$ cat src/common/pdi_pkg.sv
// constants, types and records for the pump driver i2c target path
// assumes a single 20 MHz system clock and a byte-wide register bank outside
package pdi_pkg;
   localparam int CLK_HZ = 20_000_000;
   localparam logic [3:0] REG_FIRST = 4'h0;
   localparam logic [3:0] REG_LAST = 4'hB;
   localparam logic [3:0] BYTE_BITS = 4'h8;
   // arbitrary upper five address bits, straps supply the low two
   localparam logic [4:0] ADDR_BASE = 5'h0A;
   localparam int PUMP_DIV = 4;
   localparam int INT_PUMP_HZ = 200;
   localparam int INT_CLK_HZ = INT_PUMP_HZ * PUMP_DIV;
   localparam int INT_HALF_CYCLES = CLK_HZ / (2 * INT_CLK_HZ);
   localparam int FIFO_DEPTH = 8;

   typedef enum logic [2:0] {
      ST_IDLE = 3'h0,
      ST_ADDR = 3'h1,
      ST_ADDR_ACK = 3'h2,
      ST_RX = 3'h3,
      ST_RX_ACK = 3'h4,
      ST_TX = 3'h5,
      ST_TX_ACK = 3'h6
   } pdi_state_t;

   typedef struct packed {
      logic [3:0] index;
      logic [7:0] data;
   } pdi_wr_t;
endpackage : pdi_pkg

$ cat src/hdl/pdi_top.sv
// i2c target read/write path of the pump driver, write fifo and pump clocks
// assumes SCL, SDA, straps and pump clock arrive asynchronously from pins;
// register contents live outside, read through RD_INDEX/RD_DATA on MCLK
`timescale 1ns/1ps
`default_nettype none

// write fifo: parameterised width and depth, valid/ready both sides
module pdi_fifo #(
   parameter int W = 12,
   parameter int D = 8
) (
   // clock and control
   input wire logic clk,
   input wire logic rst_n,
   input wire logic ce,
   // fill side
   input wire logic in_valid,
   output logic in_ready,
   input wire logic [W-1:0] in_data,
   // drain side
   output logic out_valid,
   input wire logic out_ready,
   output logic [W-1:0] out_data
);
   localparam int AW = $clog2(D);
   logic [W-1:0] mem [D];
   logic [AW:0] wp;
   logic [AW:0] rp;
   wire logic do_push = ce & in_valid & in_ready;
   wire logic do_pop = ce & out_valid & out_ready;

   // extra pointer bit tells full from empty
   assign in_ready = (wp[AW] == rp[AW]) || (wp[AW-1:0] != rp[AW-1:0]);
   assign out_valid = (wp != rp);
   assign out_data = mem[rp[AW-1:0]];

   always_ff @(posedge clk) begin
      if (do_push) mem[wp[AW-1:0]] <= in_data;
   end

   // pointer update
   always_ff @(posedge clk or negedge rst_n) begin
      if (!rst_n) begin
         wp <= '0;
         rp <= '0;
      end else begin
         if (do_push) wp <= wp + 1'b1;
         if (do_pop) rp <= rp + 1'b1;
      end
   end
endmodule : pdi_fifo

// What this block does
// [RQ1] ack own address with read bit by holding data low through ninth pulse
// [RQ2] start then read address resets pointer to register zero
// [RQ3] transmit bits change on clock low so they are valid at clock rise
// [RQ4] pointer advances by one after each transmitted byte
// [RQ5] stop ends the frame; later plain read restarts at zero
// [RQ6] write address, index byte, repeated start, read returns that register first
// [RQ7] read pointer saturates at register 0x0B
// [RQ8] master acks all read bytes but the last, nacks it, then stops
// [RQ9] processor disable pin low enables i2c, high leaves stand-alone mode
// [RQ10] pump clock input divided by four; internal clock gives 200 Hz pump
// [RQ11] two straps set low address bits, four devices per bus
// [RQ12] write pointer advances per data byte and saturates at 0x0B
// [RQ13] each accepted received byte acked by holding data low ninth pulse
// [RQ14] after master nack release data line until next start
module pdi_top
   import pdi_pkg::*;
#(
   parameter int INT_HALF = INT_HALF_CYCLES,
   parameter int DEPTH = FIFO_DEPTH
) (
   // clock, enable, reset
   input wire logic MCLK,
   input wire logic MCLK_EN,
   input wire logic RESETN,
   // i2c pins
   input wire logic SCL,
   input wire logic SDA_IN,
   output logic SDA_OUT,
   output logic SDA_OE,
   // mode and address straps
   input wire logic PROC_DISABLE_N,
   output logic I2C_ENABLE,
   output logic PROC_RUN,
   input wire logic BUS_ADDR_STRAP_LO,
   input wire logic BUS_ADDR_STRAP_HI,
   // register bank read port
   output logic [3:0] RD_INDEX,
   input wire logic [7:0] RD_DATA,
   // register bank write stream
   output logic WR_VALID,
   input wire logic WR_READY,
   output logic [3:0] WR_INDEX,
   output logic [7:0] WR_DATA,
   // pump clocks
   input wire logic PUMP_CLK_IN,
   output logic PUMP_CLK_INT,
   output logic PUMP_DRIVE
);
   logic [1:0] rst_ff;
   wire logic rst_n = rst_ff[1];
   wire logic ce = MCLK_EN;
   logic [5:0] sync_m;
   logic [5:0] sync_s;
   logic scl_d;
   logic sda_d;
   logic pump_d;
   logic i2c_en;
   logic [1:0] strap;
   logic [1:0] strap_wait;
   pdi_state_t state;
   logic [3:0] bitn;
   logic [7:0] sh;
   logic [7:0] txb;
   logic [3:0] ptr;
   logic rw;
   logic preset;
   logic index_phase;
   logic mack;
   logic oe;
   logic [1:0] pdiv;
   logic [15:0] icnt;
   logic pclk_int;
   logic fifo_ready;
   pdi_wr_t wr_in;
   pdi_wr_t wr_out;

   // reset release through two flops, assertion stays asynchronous
   always_ff @(posedge MCLK or negedge RESETN) begin
      if (!RESETN) rst_ff <= 2'h0;
      else rst_ff <= {rst_ff[0], 1'b1};
   end

   // pin synchronisers; first stage feeds only the second
   always_ff @(posedge MCLK or negedge rst_n) begin
      if (!rst_n) begin
         sync_m <= 6'h3F;
         sync_s <= 6'h3F;
      end else if (ce) begin
         sync_m <= {PUMP_CLK_IN, BUS_ADDR_STRAP_HI, BUS_ADDR_STRAP_LO, PROC_DISABLE_N, SDA_IN, SCL};
         sync_s <= sync_m;
      end
   end

   wire logic scl_s = sync_s[0];
   wire logic sda_s = sync_s[1];
   wire logic scl_rise = ce & scl_s & ~scl_d;
   wire logic scl_fall = ce & ~scl_s & scl_d;
   wire logic start = ce & scl_s & scl_d & sda_d & ~sda_s;
   wire logic stop = ce & scl_s & scl_d & ~sda_d & sda_s;
   wire logic byte_end = scl_fall & (bitn == BYTE_BITS);
   wire logic [6:0] my_addr = {ADDR_BASE, strap};
   wire logic addr_match = (sh[7:1] == my_addr);
   wire logic [3:0] next_ptr = (ptr == REG_LAST) ? REG_LAST : ptr + 4'h1;
   wire logic [3:0] index_sat = (sh > {4'h0, REG_LAST}) ? REG_LAST : sh[3:0];
   wire logic push = (state == ST_RX) & byte_end & ~index_phase & fifo_ready;
   wire logic [2:0] tx_sel = 3'(4'h7 - bitn);

   // delayed copies for edge finding, mode pin and strap capture
   always_ff @(posedge MCLK or negedge rst_n) begin
      if (!rst_n) begin
         scl_d <= 1'b1;
         sda_d <= 1'b1;
         pump_d <= 1'b1;
         i2c_en <= 1'b0;
         strap <= 2'h0;
         strap_wait <= 2'h0;
      end else if (ce) begin
         scl_d <= scl_s;
         sda_d <= sda_s;
         pump_d <= sync_s[5];
         i2c_en <= ~sync_s[2]; // RQ9
         // synchroniser still holds its reset ones for two edges, so keep sampling until the third
         if (strap_wait != 2'h3) begin
            strap_wait <= strap_wait + 2'h1;
            strap <= sync_s[4:3]; // RQ11
         end
      end
   end

   // byte engine; stop and mode loss always win over bit work
   always_ff @(posedge MCLK or negedge rst_n) begin
      if (!rst_n) begin
         state <= ST_IDLE;
         bitn <= 4'h0;
         sh <= 8'h00;
         txb <= 8'h00;
         ptr <= REG_FIRST;
         rw <= 1'b0;
         preset <= 1'b0;
         index_phase <= 1'b0;
         mack <= 1'b0;
         oe <= 1'b0;
      end else if (ce) begin
         if (!i2c_en || stop) begin // RQ5 RQ9
            state <= ST_IDLE;
            oe <= 1'b0;
            preset <= 1'b0;
         end else if (start) begin
            state <= ST_ADDR;
            bitn <= 4'h0;
            oe <= 1'b0;
         end else begin
            if (scl_rise) begin
               sh <= {sh[6:0], sda_s};
               bitn <= bitn + 4'h1;
            end
            unique case (state)
               ST_IDLE: begin
               end
               ST_ADDR: if (byte_end) begin
                  if (addr_match) begin
                     oe <= 1'b1; // RQ1 RQ13
                     rw <= sh[0];
                     index_phase <= ~sh[0];
                     state <= ST_ADDR_ACK;
                     if (sh[0] && !preset) ptr <= REG_FIRST; // RQ2 RQ5
                     if (sh[0]) preset <= 1'b0; // RQ6
                  end else begin
                     state <= ST_IDLE;
                  end
               end
               ST_ADDR_ACK, ST_RX_ACK: if (scl_fall) begin
                  bitn <= 4'h0;
                  if (rw && state == ST_ADDR_ACK) begin
                     txb <= RD_DATA;
                     oe <= ~RD_DATA[7]; // RQ3
                     state <= ST_TX;
                  end else begin
                     oe <= 1'b0;
                     state <= oe ? ST_RX : ST_IDLE;
                  end
               end
               ST_RX: if (byte_end) begin
                  index_phase <= 1'b0;
                  state <= ST_RX_ACK;
                  if (index_phase) begin
                     ptr <= index_sat; // RQ6
                     preset <= 1'b1;
                     oe <= 1'b1; // RQ13
                  end else if (fifo_ready) begin
                     ptr <= next_ptr; // RQ12
                     oe <= 1'b1; // RQ13
                  end
               end
               ST_TX: if (scl_fall) begin
                  if (bitn == BYTE_BITS) begin
                     oe <= 1'b0;
                     ptr <= next_ptr; // RQ4 RQ7
                     state <= ST_TX_ACK;
                  end else begin
                     oe <= ~txb[tx_sel]; // RQ3
                  end
               end
               ST_TX_ACK: if (scl_rise) begin
                  mack <= ~sda_s; // RQ8
               end else if (scl_fall) begin
                  bitn <= 4'h0;
                  if (mack) begin
                     txb <= RD_DATA;
                     oe <= ~RD_DATA[7];
                     state <= ST_TX;
                  end else begin
                     state <= ST_IDLE; // RQ14
                  end
               end
               default: state <= ST_IDLE;
            endcase
         end
      end
   end

   // pump clocks: external divided by four, internal from a long divider
   always_ff @(posedge MCLK or negedge rst_n) begin
      if (!rst_n) begin
         pdiv <= 2'h0;
         icnt <= 16'h0000;
         pclk_int <= 1'b0;
      end else if (ce) begin
         if (sync_s[5] && !pump_d) pdiv <= pdiv + 2'h1; // RQ10
         if (icnt == 16'(INT_HALF - 1)) begin
            icnt <= 16'h0000;
            pclk_int <= ~pclk_int; // RQ10
         end else begin
            icnt <= icnt + 16'h0001;
         end
      end
   end

   // write stream: a full fifo nacks the byte instead of dropping it
   assign wr_in = '{index: ptr, data: sh};
   pdi_fifo #(.W($bits(pdi_wr_t)), .D(DEPTH)) u_fifo (
      .clk(MCLK),
      .rst_n(rst_n),
      .ce(ce),
      .in_valid(push),
      .in_ready(fifo_ready),
      .in_data(wr_in),
      .out_valid(WR_VALID),
      .out_ready(WR_READY),
      .out_data(wr_out)
   );

   // output assignments; sda only ever pulls low
   assign SDA_OUT = 1'b0;
   assign SDA_OE = oe;
   assign I2C_ENABLE = i2c_en;
   assign PROC_RUN = ~i2c_en;
   assign RD_INDEX = ptr;
   assign WR_INDEX = wr_out.index;
   assign WR_DATA = wr_out.data;
   assign PUMP_DRIVE = pdiv[1];
   assign PUMP_CLK_INT = pclk_int;

   // checks on the byte engine
   property p_addr_ack;
      @(posedge MCLK) disable iff (!rst_n)
      (state == ST_ADDR && byte_end && addr_match && i2c_en && !stop && !start) |=> oe && state == ST_ADDR_ACK;
   endproperty
   a_addr_ack: assert property (p_addr_ack) else $error("own address not acked"); // RQ1

   property p_ptr_zero;
      @(posedge MCLK) disable iff (!rst_n)
      (state == ST_ADDR && byte_end && addr_match && sh[0] && !preset && i2c_en && !stop && !start) |=> ptr == 4'h0;
   endproperty
   a_ptr_zero: assert property (p_ptr_zero) else $error("plain read did not start at zero"); // RQ2

   property p_tx_bit;
      @(posedge MCLK) disable iff (!rst_n)
      (state == ST_TX && scl_rise && bitn < BYTE_BITS) |-> oe == ~txb[tx_sel];
   endproperty
   a_tx_bit: assert property (p_tx_bit) else $error("data bit wrong at clock rise"); // RQ3

   property p_tx_inc;
      @(posedge MCLK) disable iff (!rst_n)
      (state == ST_TX && byte_end && i2c_en && !stop && !start) |=>
         ptr == (($past(ptr) == REG_LAST) ? REG_LAST : $past(ptr) + 4'h1);
   endproperty
   a_tx_inc: assert property (p_tx_inc) else $error("read pointer did not advance"); // RQ4

   property p_stop;
      @(posedge MCLK) disable iff (!rst_n)
      stop |=> state == ST_IDLE && !oe && !preset;
   endproperty
   a_stop: assert property (p_stop) else $error("stop did not end frame"); // RQ5

   property p_preset;
      @(posedge MCLK) disable iff (!rst_n)
      (state == ST_RX && byte_end && index_phase && i2c_en && !stop && !start) |=> preset && ptr == $past(index_sat);
   endproperty
   a_preset: assert property (p_preset) else $error("index byte not taken"); // RQ6

   property p_sat;
      @(posedge MCLK) disable iff (!rst_n)
      ptr <= REG_LAST;
   endproperty
   a_sat: assert property (p_sat) else $error("pointer beyond top register"); // RQ7

   property p_wr_inc;
      @(posedge MCLK) disable iff (!rst_n)
      (push && i2c_en && !stop && !start) |=> oe && ptr == (($past(ptr) == REG_LAST) ? REG_LAST : $past(ptr) + 4'h1);
   endproperty
   a_wr_inc: assert property (p_wr_inc) else $error("write byte not acked or counted"); // RQ12 RQ13

   property p_nack;
      @(posedge MCLK) disable iff (!rst_n)
      (state == ST_TX_ACK && scl_fall && !mack) |=> !oe && state == ST_IDLE;
   endproperty
   a_nack: assert property (p_nack) else $error("line held after master nack"); // RQ14

   property p_mode;
      @(posedge MCLK) disable iff (!rst_n)
      !i2c_en |=> !oe;
   endproperty
   a_mode: assert property (p_mode) else $error("bus driven in stand-alone mode"); // RQ9
endmodule : pdi_top
`default_nettype wire

$ cat config.mk
export PLATFORM = sky130hd
export DESIGN_NAME = pdi_top
export DESIGN_NICKNAME = d
export VERILOG_FILES = /design/src/common/pdi_pkg.sv /design/src/hdl/pdi_top.sv
export SDC_FILE = /design/constraint.sdc
export NUM_CORES = 1
export LEC_CHECK = 0
export BUFFER_PORTS_ARGS = -buffer_cell sky130_fd_sc_hd__buf_2
export CAP_MARGIN = 20
export CORE_MARGIN = 1
export CORE_UTILIZATION = 27
export CTS_BUF_LIST = sky130_fd_sc_hd__clkbuf_16
export DETAILED_ROUTE_END_ITERATION = 7
export SLEW_MARGIN = 0
export SYNTH_ARGS = -nofsm -noshare
export SYNTH_HDL_FRONTEND = slang
export SYNTH_SLANG_ARGS = --single-unit
$ cat constraint.sdc
create_clock -name MCLK -period 2.3 [get_ports MCLK]
set_input_delay 0.345 -clock MCLK [delete_from_list [all_inputs] [get_ports MCLK]]
set_output_delay 0.345 -clock MCLK [all_outputs]
set_load 0.03 [all_outputs]
==> summary.txt <==
status - complete, but fails checks
failing checks - negative setup slack
maximum VDD drop - 0.5581 mV
static power due to leakage - 3.600 nW
RePlAce Congestion - 0.7664
H-tree depth - 4
CTS buffer count - 17
Pins Over Slew Limit - 0
Final Hold Fails - 0
DR vias/cell - 4.529
WHS - 0.1353 ns
Clock Root Buffer - clkbuf_16
final-report setup violation count - 12
Ys Warns - 0
Worst R2R Setup Slack - 0.09 ns
die height - 171.9 um
CP Capture Type - output pin
Synth Instances - 528
core box area - 28,090 um^2
Die W - 171.9 um
Post-Synthesis Cell Area - 7791 um^2
max cap viols - 0
DRC viols - 0
clk buf depth - 2
via count - 4,524
fraction of registers with async set/reset - 45.76%
global route total overflow - 0
Post-synth EDFFs - 96
Slew @ Worst Pin - 0.5640 ns
PortBufs - 39
I/O pin total - 41
clock sinks - 177
Die ar. - 29,540 um^2
met2 usage - 18.64%
Max Clock Skew - 0.01169 ns
Tightest Hold Check Type - primary input to register
Initial Util - 27.74%
vias in the first global route - 4,694
CTS tree - built
pwr/cell area - 845.2 nW/um^2
busiest grt layer - met2
Syn Nets - 553
first-pass GRT wire length - 25,430 um
RSZ-0062 raised after global routing - true
Routed WL - 15,620 um
Fillers - 2,787
Rows - 61
crit start category - register
nets@finish - 633
clock insertion delay at the later pin of the skew report - 0.43 ns
initial antenna violation count - 0
largest net degree at the start of global routing - 80
area grow syn2layout - 21.89%
Post-Syn Area per Cell - 14.76 um^2
post-route ant nets - 0
DP Area - 8725 um^2
Yosys reg bits - 177
Synth cell types - 66
first drt pass iteration count - 4
CP Max Fanout - 5
post-route cell area - 9497 um^2
Period minus WS final - 2.381 ns
DP HPWL - 10,460 um
fin crit share - 103.5%
initial DRC count - 277
share of layout cells above drive strength 1 - 33.49%
Place WS - 0.1830 ns
ys flop type - edfxtp_1
WP data required - 1.96 ns
Slew headroom - 62.08%
post-synthesis sequential area ratio - 63.26%
met3 usage - 2.449%
Setup CP Type - register to output pin
Worst Slack Setup Final - -0.08137 ns
met1 GRT Util - 15.03%
fmax - 419.9 MHz
WL/cell - 15.64 um
antenna cell count - 0
crit path DAT - 2.04 ns
clock-pin transition on the worst setup and hold timing paths - 0.06 ns
GRT Total Usage - 11.27%
==> cell type report <==
type,count,area (um^2),area share (%)
Timing Repair Buffer,82,675.6,7.115
Multi-Input combinational cell,316,2743,28.88
Clock buffer,17,425.4,4.480
Inverter,14,52.55,0.5534
Sequential cell,177,4933,51.95
Tap cell,378,473.0,4.980
Clock inverter,15,193.9,2.042
==> worst max-delay path, stage by stage (launching register included) <==
cell,delay [ns]
dfrtp_2,0.47
buf_6,0.16
mux4_2,0.50
mux2_2,0.31
buf_4,0.18
==> cells in the final DEF, fill, tap and decap left out, types with 7 or more instances in the layout <==
cell,Yosys,final
dfrtp_1,66,64
mux2_4,0,7
nand4_1,8,8
xnor2_1,16,16
nor3_1,11,9
nand2_1,30,30
nand2b_1,10,10
nor2_1,28,26
a21oi_1,12,12
nand3_1,12,12
inv_1,13,14
mux4_2,23,25
mux2_2,37,30
dfstp_2,15,15
xor2_1,14,14
buf_2,8,27
clkbuf_16,0,17
edfxtp_1,96,96
buf_4,5,32
mux2_1,12,12
ha_1,7,7
o21ai_0,20,20
buf_6,0,16
==> power breakdown <==
part | internal [W] | leakage (nW) | switching, W
combinational | 0.000428 | 1.41 | 0.000590
clock | 0.00174 | 0.308 | 0.00129
sequential | 0.00374 | 1.88 | 0.000235
==> kinds of logic after synthesis <==
group           count (synthesis)  share of synthesized area [%]
flops                         177                          63.26
simple gates                  134                          9.684
mux                            78                          14.92
compound gates                 65                          5.493
buf+inv                        35                          2.056
xor+xnor                       30                          3.372
fa+ha+maj                       7                          1.124
other cells                     2                        0.09639
==> cell usage after synthesis, types with 5 or more instances <==
master    count  area share (%)
buf_4         5            0.48
xor2_1       14             1.6
dfrtp_1      66              21
ha_1          7             1.1
xnor2_1      16             1.8
inv_1        13            0.63
buf_2         8            0.51
o21ai_0      20             1.3
mux2_2       37             5.3
dfstp_2      15             5.1
mux2_1       12             1.7
nand4_1       8            0.64
clkbuf_1      5            0.24
nor2_1       28             1.3
mux4_2       23             6.6
o31ai_1       5            0.48
nand2b_1     10            0.80
nor3_1       11            0.71
nand2_1      30             1.4
a21oi_1      12            0.77
edfxtp_1     96              37
nand3_1      12            0.77
==> registers in the layout, indices dropped and copies added (netlist names), 2 cells and up <==
register / flops
RD_INDEX: 4
bitn: 4
u_fifo.wp: 4
sync_s: 6
sh: 8
u_fifo.rp: 4
state: 3
sync_m: 6
icnt: 16
rst_ff: 2
strap: 2
txb: 8
strap_wait: 2
u_fifo.mem: 96
pdiv: 2
==> per-layer routing <==
metal,vias to the layer above,wire length [um]
li1,2145,-
met1,2293,7306
met2,77,7527
met3,9,664
met4,0,125
met5,-,0
==> worst paths after layout <==
path,from,endpoint,cells past startpoint
setup / recovery,u_fifo.rp[0]$_DFFE_PN0P_,WR_DATA[7],4
hold / removal,RD_DATA[4],txb[4]$_DFFE_PN0P_,2
setup reg to reg,scl_d$_DFFE_PN1P_,u_fifo.mem[0][11]$_DFFE_PP_,6
hold reg to reg,rst_ff[1]$_DFF_PN0_,sh[4]$_DFFE_PN0P_,1
max in group asynchronous,rst_ff[1]$_DFF_PN0_,scl_d$_DFFE_PN1P_,1
min in group asynchronous,RESETN,rst_ff[1]$_DFF_PN0_,2
==> repair_timing <==
action,in CTS,in global routing
gates cloned,2,0
setup endpoints to repair,12,48
resized for setup,30,16
buffers inserted,4,1
pin swaps,0,1
hold buffers,1,0
endpoints found under the hold margin,2,0
==> stage by stage <==
stage	total power, W	utilization (%)	TNS, ns	std cells
floorplan	0.004662	-	-3.629	528
global placement	0.005043	31.06	0	962
detailed placement	0.005068	31.06	0	962
CTS	0.008131	33.87	-1.415	1001
global route	0.008381	33.81	-1.504	999
finish	0.008027	33.81	-0.6914	999
No activity file was read; power rests on OpenSTA's default activity.
